## config.mk

```make
export PLATFORM = sky130hd
export DESIGN_NAME = periodic_wakeup_timer
export DESIGN_NICKNAME = d
export VERILOG_FILES = /design/src/hdl/wake_timer_pkg.sv /design/src/hdl/periodic_wakeup_timer.sv
export VERILOG_INCLUDE_DIRS = /design/src /design/src/hdl
export SDC_FILE = /design/constraint.sdc
export NUM_CORES = 1
export LEC_CHECK = 0
export BUFFER_PORTS_ARGS = -buffer_cell sky130_fd_sc_hd__buf_4
export CAP_MARGIN = 25
export CORE_ASPECT_RATIO = 0.9
export CORE_UTILIZATION = 55
export CTS_BUF_LIST = sky130_fd_sc_hd__clkbuf_8 sky130_fd_sc_hd__clkbuf_16
export DETAILED_ROUTE_END_ITERATION = 10
export GPL_TIMING_DRIVEN = 0
export PLACE_DENSITY = 0.7
export SETUP_SLACK_MARGIN = 0.3
export SYNTH_ARGS = -nofsm -noshare
export SYNTH_HDL_FRONTEND = slang
export SYNTH_SLANG_ARGS = --single-unit
```

## constraint.sdc

```tcl
create_clock -name clk -period 13.4 [get_ports clk]
set_clock_uncertainty 0.1 [all_clocks]
set_input_delay 2.01 -clock clk [delete_from_list [all_inputs] [get_ports clk]]
set_output_delay 2.01 -clock clk [all_outputs]
set_load 0.02 [all_outputs]
```

## src/hdl/wake_timer_defines.svh

```systemverilog
/*
 wake timer constants: register indices, reset values, timing figures.
 assumes inclusion by bare name from design files.
*/
`ifndef WAKE_TIMER_DEFINES_SVH
`define WAKE_TIMER_DEFINES_SVH
// ---------------------------------------------------------
// register map
// ---------------------------------------------------------
`define REG_CONFIG 4'h0
`define REG_MULT_HI 4'h1
`define REG_MULT_LO 4'h2
`define REG_EXP_STATE 4'h3
`define REG_DUTY_COUNT 4'h4
`define REG_INT_STATUS 4'h5
`define REG_INT_CLEAR 4'h6
`define REG_INT_ENABLE 4'h7
`define REG_CLK_CFG 4'h8
`define REG_DEV_STATE 4'h9
`define REG_RESET_VAL 8'h00
`define READ_NONE 8'h00
// ---------------------------------------------------------
// fields and encodings
// ---------------------------------------------------------
`define INT_WAKE_BIT 0
`define INT_CAL_BIT 1
`define CLK_SEL_BIT 0
`define DC_OFF 2'h0
`define DC_RX 2'h1
`define DC_TX 2'h2
`define PERIOD_SCALE_SHIFT 2
`define PRE_ONE 34'h1
// ---------------------------------------------------------
// timing
// ---------------------------------------------------------
`define RC_FREQ_HZ 32768
`define XO_FREQ_HZ 30000000
`define CAL_RC_TICKS 32
`define CAL_XO_EXPECT ((`XO_FREQ_HZ / `RC_FREQ_HZ) * `CAL_RC_TICKS)
`define CAL_BASE_SHIFT 14
`endif

```

## src/hdl/wake_timer_pkg.sv

```systemverilog
/*
 wake timer types: configuration bytes and state encodings.
 assumes the defines header is not needed here.
*/
package wake_timer_pkg;
   typedef struct packed {
      logic [2:0] rcRecalInterval;
      logic calEnable;
      logic [1:0] dutyCycleModeSelect;
      logic batteryCheckOnInterval;
      logic timerRunEnable;
   } wake_cfg_t;
   typedef struct packed {
      logic [1:0] spare;
      logic afterExpiryStateSelect;
      logic [4:0] periodExponent;
   } exp_state_t;
   typedef enum logic [2:0] {
      PS_READY = 3'h1,
      PS_SLEEP = 3'h2,
      PS_ACTIVE = 3'h4
   } power_state_t;
   typedef enum logic [3:0] {
      CAL_IDLE = 4'h1,
      CAL_XO_START = 4'h2,
      CAL_MEASURE = 4'h4,
      CAL_ADJUST = 4'h8
   } cal_state_t;
endpackage

```

## src/hdl/periodic_wakeup_timer.sv

```systemverilog
/*
 periodic wake timer with rc recalibration, duty-cycle window and
 chip interrupt. assumes 32 kHz tick strobes and the 30 MHz crystal
 tick strobe arrive synchronous to clk, one cycle wide.
*/
`timescale 1ns/1ps
`default_nettype none
`include "wake_timer_defines.svh"
// Function
// RL1 - wake period equals multiplier times 4 times 2^exponent ticks.
// RL2 - with the run enable set the period keeps counting during sleep.
// RL3 - expiry drives the active-low interrupt only when enabled.
// RL4 - the host confirms the cause by reading interrupt status.
// RL5 - ticks come from the rc oscillator or the 32 kHz crystal.
// RL6 - rc calibration runs on power-up and on shutdown exit.
// RL7 - periodic recalibration needs its enable, interval by a 3-bit field.
// RL8 - calibration starts the crystal, compares, then trims the rc.
// RL9 - duty mode 0 none, 1 receive start, 2 transmit start at wake.
// RL10 - after expiry go to ready when select is 0, sleep when 1.
// RL11 - multiplier is loaded from a high byte and a low byte.
// RL12 - exponent is 5 bits sharing a byte with the state select.
// RL13 - battery check runs at each interval when enabled.
// RL14 - duty count is a separate byte apart from the period fields.
// RL15 - duty window equals count times 4 times 2^exponent ticks.
// RL16 - each expiry reloads and starts the next period at once.
module periodic_wakeup_timer
#(
   parameter int TRIM_W = 7,
   parameter int RECAL_W = 24
)
(
   // clock and reset
   input wire logic clk,
   input wire logic rst_n,
   // register port
   input wire logic [3:0] addr,
   input wire logic [7:0] wdata,
   input wire logic wrEn,
   input wire logic rdEn,
   output logic [7:0] rdata,
   // clock sources
   input wire logic rcTick,
   input wire logic xtalTick,
   input wire logic xoTick,
   input wire logic xoReady,
   output logic xoEnable,
   output logic [TRIM_W-1:0] rcTrim,
   // power control
   input wire logic powerUpCmd,
   input wire logic shutdownExit,
   input wire logic sleepReq,
   input wire logic readyReq,
   output logic sleepState,
   output logic dutyWindowActive,
   // wake actions
   output logic rxStart,
   output logic txStart,
   output logic batteryStart,
   // interrupt
   output logic interrupt_request_n
);
   // ---------------------------------------------------------
   // checks
   // ---------------------------------------------------------
   if (TRIM_W < 2 || RECAL_W < `CAL_BASE_SHIFT + 8)
   begin : g_bad
      $error("unsupported trim or recal width");
   end

   // ---------------------------------------------------------
   // registers
   // ---------------------------------------------------------
   wake_timer_pkg::wake_cfg_t cfg_r;
   wake_timer_pkg::exp_state_t expState_r;
   wake_timer_pkg::power_state_t ps_r;
   wake_timer_pkg::cal_state_t cal_r;
   logic [15:0] periodMultiplier_r;
   logic [7:0] dutyCycleCount_r, intEnable_r, intStatus_r, intStatus_nxt;
   logic clkSel_r;
   logic [33:0] preCnt_r;
   logic [15:0] multCnt_r;
   logic [7:0] dutyCnt_r;
   logic [RECAL_W-1:0] recalCnt_r;
   logic [5:0] measRc_r;
   logic [15:0] measXo_r;
   logic [TRIM_W-1:0] rcTrim_r;
   logic [7:0] rdata_r;
   logic rxStart_r, txStart_r, batteryStart_r;
   logic tick, preHit, wakeExpire, windowEnd, recalDue, calStart, calDone;
   logic [7:0] intSet, intClr;
   // shift held in 6 bits so an exponent of 31 does not wrap
   function automatic logic [33:0] preLimit(input logic [4:0] r);
      preLimit = (`PRE_ONE << (6'(`PERIOD_SCALE_SHIFT) + {1'b0, r})) -
         `PRE_ONE;
   endfunction
   function automatic logic isLast(input logic [15:0] cnt,
                                   input logic [15:0] n);
      isLast = (n != 16'h0000) && (cnt == n - 16'h0001);
   endfunction
   // ---------------------------------------------------------
   // register writes
   // ---------------------------------------------------------
   always_ff @(posedge clk)
   begin
      if (!rst_n)
      begin
         cfg_r <= wake_timer_pkg::wake_cfg_t'(`REG_RESET_VAL);
         expState_r <= wake_timer_pkg::exp_state_t'(`REG_RESET_VAL);
         periodMultiplier_r <= {`REG_RESET_VAL, `REG_RESET_VAL};
         dutyCycleCount_r <= `REG_RESET_VAL;
         intEnable_r <= `REG_RESET_VAL;
         clkSel_r <= 1'b0;
      end
      else if (wrEn)
      begin
         case (addr)
            `REG_CONFIG:
               cfg_r <= wake_timer_pkg::wake_cfg_t'(wdata);
            `REG_MULT_HI:
               periodMultiplier_r[15:8] <= wdata; // [RL11]
            `REG_MULT_LO:
               periodMultiplier_r[7:0] <= wdata; // [RL11]
            `REG_EXP_STATE:
               expState_r <= wake_timer_pkg::exp_state_t'(wdata); // [RL12]
            `REG_DUTY_COUNT:
               dutyCycleCount_r <= wdata; // [RL14]
            `REG_INT_ENABLE:
               intEnable_r <= wdata;
            `REG_CLK_CFG:
               clkSel_r <= wdata[`CLK_SEL_BIT];
            default:
               clkSel_r <= clkSel_r;
         endcase
      end
   end
   // ---------------------------------------------------------
   // register reads
   // ---------------------------------------------------------
   always_ff @(posedge clk)
   begin
      if (!rst_n)
         rdata_r <= `READ_NONE;
      else if (rdEn)
      begin
         case (addr)
            `REG_CONFIG: rdata_r <= cfg_r;
            `REG_MULT_HI: rdata_r <= periodMultiplier_r[15:8];
            `REG_MULT_LO: rdata_r <= periodMultiplier_r[7:0];
            `REG_EXP_STATE: rdata_r <= {2'h0, expState_r[5:0]};
            `REG_DUTY_COUNT: rdata_r <= dutyCycleCount_r;
            `REG_INT_STATUS: rdata_r <= intStatus_r; // [RL4]
            `REG_INT_ENABLE: rdata_r <= intEnable_r;
            `REG_CLK_CFG: rdata_r <= {7'h00, clkSel_r};
            `REG_DEV_STATE: rdata_r <= {1'b0, cal_r, ps_r};
            default: rdata_r <= `READ_NONE;
         endcase
      end
      else
         rdata_r <= `READ_NONE;
   end
   // ---------------------------------------------------------
   // period counter
   // ---------------------------------------------------------
   assign tick = clkSel_r ? xtalTick : rcTick; // [RL5]
   // prescaler gives the 4 * 2^exponent step
   assign preHit = tick &&
      (preCnt_r == preLimit(expState_r.periodExponent)); // [RL1]
   assign wakeExpire = preHit &&
      isLast(multCnt_r, periodMultiplier_r); // [RL1]
   // counting ignores power state so sleep does not stop it
   always_ff @(posedge clk)
   begin
      if (!rst_n || !cfg_r.timerRunEnable)
      begin
         preCnt_r <= 34'h0;
         multCnt_r <= 16'h0000;
      end
      else if (preHit)
      begin
         preCnt_r <= 34'h0; // [RL2]
         multCnt_r <= wakeExpire ? 16'h0000 : multCnt_r + 16'h0001; // [RL16]
      end
      else if (tick)
         preCnt_r <= preCnt_r + `PRE_ONE; // [RL2]
   end

   // ---------------------------------------------------------
   // power state and duty window
   // ---------------------------------------------------------
   // window reuses the period prescaler, aligned by the reload
   assign windowEnd = (ps_r == wake_timer_pkg::PS_ACTIVE) &&
      (!cfg_r.timerRunEnable || (preHit &&
      isLast({8'h00, dutyCnt_r}, {8'h00, dutyCycleCount_r}))); // [RL15]
   always_ff @(posedge clk)
   begin
      if (!rst_n)
         ps_r <= wake_timer_pkg::PS_READY;
      else
         case (ps_r)
            wake_timer_pkg::PS_READY,
            wake_timer_pkg::PS_SLEEP:
            begin
               if (wakeExpire && cfg_r.dutyCycleModeSelect != `DC_OFF &&
                   dutyCycleCount_r != 8'h00)
                  ps_r <= wake_timer_pkg::PS_ACTIVE; // [RL9]
               else if (wakeExpire)
                  ps_r <= expState_r.afterExpiryStateSelect ?
                     wake_timer_pkg::PS_SLEEP :
                     wake_timer_pkg::PS_READY; // [RL10]
               else if (sleepReq)
                  ps_r <= wake_timer_pkg::PS_SLEEP;
               else if (readyReq)
                  ps_r <= wake_timer_pkg::PS_READY;
            end
            wake_timer_pkg::PS_ACTIVE:
               if (windowEnd)
                  ps_r <= expState_r.afterExpiryStateSelect ?
                     wake_timer_pkg::PS_SLEEP :
                     wake_timer_pkg::PS_READY; // [RL10]
            default:
               ps_r <= wake_timer_pkg::PS_READY;
         endcase
   end
   always_ff @(posedge clk)
   begin
      if (!rst_n || ps_r != wake_timer_pkg::PS_ACTIVE)
         dutyCnt_r <= 8'h00;
      else if (preHit)
         dutyCnt_r <= dutyCnt_r + 8'h01; // [RL15]
   end

   // ---------------------------------------------------------
   // wake actions
   // ---------------------------------------------------------
   always_ff @(posedge clk)
   begin
      if (!rst_n)
      begin
         rxStart_r <= 1'b0;
         txStart_r <= 1'b0;
         batteryStart_r <= 1'b0;
      end
      else
      begin
         rxStart_r <= wakeExpire &&
            cfg_r.dutyCycleModeSelect == `DC_RX; // [RL9]
         txStart_r <= wakeExpire &&
            cfg_r.dutyCycleModeSelect == `DC_TX; // [RL9]
         batteryStart_r <= wakeExpire &&
            cfg_r.batteryCheckOnInterval; // [RL13]
      end
   end

   // ---------------------------------------------------------
   // rc calibration
   // ---------------------------------------------------------
   assign recalDue = cfg_r.calEnable && rcTick &&
      (recalCnt_r == RECAL_W'((1 << (`CAL_BASE_SHIFT +
      cfg_r.rcRecalInterval)) - 1)); // [RL7]
   assign calStart = powerUpCmd || shutdownExit || recalDue; // [RL6]
   assign calDone = (cal_r == wake_timer_pkg::CAL_ADJUST);
   always_ff @(posedge clk)
   begin
      if (!rst_n || !cfg_r.calEnable || recalDue)
         recalCnt_r <= '0;
      else if (rcTick)
         recalCnt_r <= recalCnt_r + RECAL_W'(1); // [RL7]
   end
   // a trigger during a running calibration is dropped, not queued
   always_ff @(posedge clk)
   begin
      if (!rst_n)
         cal_r <= wake_timer_pkg::CAL_IDLE;
      else
         case (cal_r)
            wake_timer_pkg::CAL_IDLE:
               if (calStart)
                  cal_r <= wake_timer_pkg::CAL_XO_START; // [RL6]
            wake_timer_pkg::CAL_XO_START:
               if (xoReady)
                  cal_r <= wake_timer_pkg::CAL_MEASURE; // [RL8]
            wake_timer_pkg::CAL_MEASURE:
               if (rcTick && measRc_r == 6'(`CAL_RC_TICKS))
                  cal_r <= wake_timer_pkg::CAL_ADJUST; // [RL8]
            wake_timer_pkg::CAL_ADJUST:
               cal_r <= wake_timer_pkg::CAL_IDLE;
            default:
               cal_r <= wake_timer_pkg::CAL_IDLE;
         endcase
   end
   // window opens on the first rc tick so it spans whole rc periods
   always_ff @(posedge clk)
   begin
      if (!rst_n || cal_r != wake_timer_pkg::CAL_MEASURE)
      begin
         measRc_r <= 6'h00;
         measXo_r <= 16'h0000;
      end
      else
      begin
         if (rcTick)
            measRc_r <= measRc_r + 6'h01;
         if (xoTick && measRc_r != 6'h00 && measXo_r != 16'hffff)
            measXo_r <= measXo_r + 16'h0001; // [RL8]
      end
   end
   // more crystal ticks per window means the rc runs slow
   always_ff @(posedge clk)
   begin
      if (!rst_n)
         rcTrim_r <= TRIM_W'(1 << (TRIM_W - 1));
      else if (calDone && measXo_r > 16'(`CAL_XO_EXPECT) &&
               rcTrim_r != '1)
         rcTrim_r <= rcTrim_r + TRIM_W'(1); // [RL8]
      else if (calDone && measXo_r < 16'(`CAL_XO_EXPECT) &&
               rcTrim_r != '0)
         rcTrim_r <= rcTrim_r - TRIM_W'(1); // [RL8]
   end

   // ---------------------------------------------------------
   // interrupt status
   // ---------------------------------------------------------
   always_comb
   begin
      intSet = 8'h00;
      intSet[`INT_WAKE_BIT] = wakeExpire;
      intSet[`INT_CAL_BIT] = calDone;
      intClr = (wrEn && addr == `REG_INT_CLEAR) ? wdata : 8'h00;
      // set beats a clear in the same cycle
      intStatus_nxt = (intStatus_r & ~intClr) | intSet;
   end
   always_ff @(posedge clk)
   begin
      if (!rst_n)
         intStatus_r <= `REG_RESET_VAL;
      else
         intStatus_r <= intStatus_nxt;
   end

   // ---------------------------------------------------------
   // outputs
   // ---------------------------------------------------------
   assign interrupt_request_n = !(|(intStatus_r & intEnable_r)); // [RL3]
   assign rdata = rdata_r;
   assign xoEnable = (cal_r == wake_timer_pkg::CAL_XO_START) ||
      (cal_r == wake_timer_pkg::CAL_MEASURE); // [RL8]
   assign rcTrim = rcTrim_r;
   assign sleepState = (ps_r == wake_timer_pkg::PS_SLEEP);
   assign dutyWindowActive = (ps_r == wake_timer_pkg::PS_ACTIVE);
   assign rxStart = rxStart_r;
   assign txStart = txStart_r;
   assign batteryStart = batteryStart_r;
endmodule
`default_nettype wire

```

==> results.txt <==
The detail route stage leaves a number of antenna-violating nets equal to 0. Setup repair after global routing left no endpoint under its margin. The combined buffer and inverter count along the critical path came out at 5.

Counting flops with a built-in enable in the synthesized netlist gives 0. At the end of routability-driven placement, the weighted congestion stood at about 0.98. The layout-stage area growth over the synthesis result came out at 10.81%. The cell type with the largest total area after synthesis is dfxtp_1.

The global-route wire length before repair is 53280 um. The relative slew slack came out at about two fifths. The number of setup buffers added after CTS is 0. In the final layout, the multi-input gates occupy ~0.0074 mm2. The depth of the worst register-to-register path is 18. The flow ran to the end, and the final reports show no timing, DRC or antenna violations.

The all-layer global routing usage is 31.08%. The combined flip-flop and latch cell area is 0.003684 mm2. The final worst-path cycle share is 41.87%. The total overflow left after global routing is 0. The analysis attributes to cell leakage a power of approximately 4.6 nW. The reg-to-reg startpoint is expState_r[2]$_SDFFE_PN0P_. The highest cell delay on the worst timing path is 510 ps. The minimum clock period after layout came out at 5611 ps.

The share of the yosys chip area belonging to registers came out at approximately a third. Yosys attributes the largest share of cell area to dfxtp_1 32%, nor2_1 7.8%, xnor2_1 7.4%, mux2i_1 6.7%, xor2_1 5.2%. The area of the die is between 0.02 and 0.025 mm2. Traced cell by cell, the critical path runs through ha_1 -> or3b_1 -> clkbuf_1 -> nor3_1 -> inv_1 -> ha_1 -> clkbuf_1 -> xnor2_1 -> xnor2_1 -> or4_4 -> a2111oi_2 -> nand4_1 -> nor4_4 -> nand3_2 -> buf_6 -> nand3_1 -> buf_2 -> nor2_1. The post-route cell area is between 0.01 and 0.015 mm2. For this run, the top clock speed supported by timing is 178.2 MHz. Of the post-synthesis cell area, the dominant cell type holds 31.69%.

The power per cell area came out at between 90 and 100 mW/mm2. After detailed routing, the average wire length per cell comes to 18.19 um. The number of vias per cell came out at about 6.0. The mapped cell area is between 0.01 and 0.015 mm2. The later pin in the worst-skew pair is clocked with a latency of about 440 ps.

The worst-case register-to-register setup slack came out at between 7000 and 8000 ps. During synthesis, Yosys emitted a total of 0 warnings. The cell area after placement came out at between 0.01 and 0.015 mm2. The final count of hold timing violations was 0. The worst hold slack is roughly 350 ps. The routed layout has 10909 vias. The number of violations reported at the end of detailed-routing iteration 0 is between 1000 and 1500. The highest ir drop seen on vdd is ~0.000069 V. The largest net degree at the start of global routing is 20. The critical path is of the reg -> reg type.

After detailed routing, the number of remaining DRC violations is 0. The clock net sink count is approximately 180. The library cell used most frequently in the layout, excluding fill and tap cells, is nor2_1. The critical path arrival came out at approximately 5800 ps. STA classifies the critical path endpoint as a register. The count of nets after finishing is 1578. The number of nets produced by synthesis is roughly 1500. The startpoint class of the critical path is a register. The final cell count without fillers is between 1500 and 2000. In this run the most used layer during global routing was met2. The synthesis-stage register bit count came out at 184. The number of cells on the worst hold path came out at 2. TritonCTS built the clock tree. The overall power consumption is 0.001163 W. The share of final-layout standard cells stronger than drive strength 1 came out at 8.436%. For met3 alone, demand over resource in global routing was under 10%.

The quantity of I/O buffers inserted on ports came out at 40. The via count of the first global-routing pass came out at between 9000 and 10000. The placed cell count is about 1800. The per-instance average area after synthesis is between 7 and 8 um2.

The number of standard-cell rows in the floorplan is 50. The number of instances in the synthesized netlist came out at 1467. The total negative setup slack came out at 0 ps. The number of inserted diodes is 0.

The total of endpoints with negative setup slack in the final report is 0. The H-tree level count is 4. After clock tree synthesis, the clock-pin slew on the worst setup and hold paths is about 80 ps. The overall die width came out at 155.2 um. The highest fanout seen on the critical path is 10. Global routing consumed, on the met2 layer, between 40% and 50% of the routing resources. The first-pass detailed-route iteration total came out at 7. The total length of routed wires is about 33000 um. The number of hold-repair buffers added at the cts stage is 0. Once the clock tree was built, the resizer swapped 0 gates to a different size.

CTS placed an instance of clkbuf_16 at the clock tree root. The share of synthesized registers carrying an async set or reset is 0%. The met1 global-route usage is a little over two fifths. The fill cell instance count of the final layout came out at 1922. Tracing the worst setup path back leads to its startpoint at expState_r[2]$_SDFFE_PN0P_. The half-perimeter wire length after detailed placement came out at ~25000 um. The library cells used most frequently in the layout, excluding fill and tap cells, are 241 x nor2_1, 184 x dfxtp_1, 114 x nand2_1.

On the critical path, the stage with the largest delay is an instance of dfxtp_1. The top-level port count came out at between 40 and 50. The max capacitance violation total came out at 0. The effective utilization at floorplan is roughly 56%. For this run, the leading register cell type out of synthesis is dfxtp_1. In this run the critical register-to-register path is captured at preCnt_r[31]$_SDFFE_PP0P_. On the critical path the largest part of the delay comes from simple AND/OR/NAND/NOR gates. The most critical setup path has its endpoint at preCnt_r[31]$_SDFFE_PP0P_. The required time at the endpoint of the critical path came out at ~14000 ps.

The core footprint came out at a little over 0.02 mm2. The actual transition at the worst max-transition pin came out at 905.0 ps. The min-delay analysis places its worst path in the category reg -> reg. The initial antenna violation count came to 0.

The instance count on the critical path came out at 18. Counting along the longest clock path gives a buffer depth of 2. Counting distinct cell types in the post-synthesis netlist gives 87.

TritonCTS created 17 clock buffers. The die span in y came out at ~140 um. The final number of max-transition violations came out at 0.
## metrics by stage
step / worst slack, ps / utilization, %
floorplan: 9091 / -
global placement: 7972 / 59.13
detailed placement: 7952 / 59.17
CTS: 7921 / 61.99
global route: 7454 / 62.01
finish: 7789 / 62.01
## cells by family (layout without fill, tap and decap cells)
logic type,Yosys count,count (layout),synth area share (%)
and+or+nand+nor,642,642,27.12
AOI/OAI and AO/OA,242,242,13.84
DFF,184,184,31.69
xor gates and xnor gates,167,167,12.58
buffers and inverters,119,193,4.263
muxes,84,84,7.492
adders and majority gates,27,27,2.949
other,2,2,0.06461
## synth_stat cells (6+ instances only)
| master | number |
|---|---|
| nand2b_1 | 11 |
| o31ai_1 | 9 |
| mux2i_1 | 78 |
| nor3b_1 | 8 |
| nor2b_1 | 16 |
| xnor2_1 | 98 |
| o21a_1 | 7 |
| nand3_1 | 76 |
| and4_1 | 10 |
| nor2_1 | 241 |
| a22oi_1 | 15 |
| nand4_1 | 23 |
| o22ai_1 | 6 |
| a21oi_1 | 58 |
| dfxtp_1 | 184 |
| nor3_1 | 40 |
| a21o_1 | 6 |
| clkbuf_1 | 54 |
| or3_1 | 16 |
| a211oi_1 | 6 |
| inv_1 | 36 |
| ha_1 | 25 |
| nand2_1 | 114 |
| xor2_1 | 69 |
| nand3b_1 | 6 |
| and3_1 | 27 |
| o21ai_0 | 44 |
| a31oi_1 | 17 |
| o211ai_1 | 11 |
| buf_2 | 18 |
| nor4_1 | 15 |
## metal layers
layer	vias to the layer above	share of wire [%]
met2	419	45
met5	-	0
met1	5131	46
li1	5296	-
met4	0	2.4
met3	63	6.7
## registers in the layout, summed over array words and instances (netlist names), 16 cells and up
| signal | flops |
|---|---|
| measXo_r | 16 |
| multCnt_r | 16 |
| periodMultiplier_r | 16 |
| preCnt_r | 34 |
| recalCnt_r | 24 |
## worst register-to-register path: cells and delay by family (launching register included)
| kind | cells | cell delay [ps] |
|---|---|---|
| simple gates | 8 | 2360 |
| buf+inv | 5 | 1160 |
| fa+ha+maj | 2 | 590 |
| flops | 1 | 510 |
| xor+xnor | 2 | 470 |
| compound gates | 1 | 330 |
## where the power goes
| part | switching [W] | internal (W) | leakage (nW) | total (W) |
|---|---|---|---|---|
| Combinational | 0.0000582 | 0.0000355 | 2.84 | 0.0000936 |
| Clock | 0.000261 | 0.000249 | 0.288 | 0.000510 |
| Sequential | 0.00000807 | 0.000551 | 1.48 | 0.000559 |
## worst min path at each step
stage | slack (ps) | endpoint | startpoint
6_report | 350 | intStatus_r[7]$_SDFF_PN0_ | intStatus_r[7]$_SDFF_PN0_
5_1_grt | 380 | intStatus_r[7]$_SDFF_PN0_ | intStatus_r[7]$_SDFF_PN0_
4_1_cts | 350 | intStatus_r[7]$_SDFF_PN0_ | intStatus_r[7]$_SDFF_PN0_
3_5_place_dp | 340 | intStatus_r[7]$_SDFF_PN0_ | intStatus_r[7]$_SDFF_PN0_
3_3_place_gp | 330 | intStatus_r[3]$_SDFF_PN0_ | intStatus_r[3]$_SDFF_PN0_
2_1_floorplan | 320 | intStatus_r[5]$_SDFF_PN0_ | intStatus_r[5]$_SDFF_PN0_
## layout make-up
class                      instances  area share (%)
sequential                       184           28.60
clock inverter                    15           1.243
tap                              286           2.778
timing repair buffer              42           2.429
buffer                            82           2.769
multi-input combinational       1164           57.80
clock buffer                      17           3.303
inverter                          37           1.078
No activity file was read; power rests on OpenSTA's default activity.
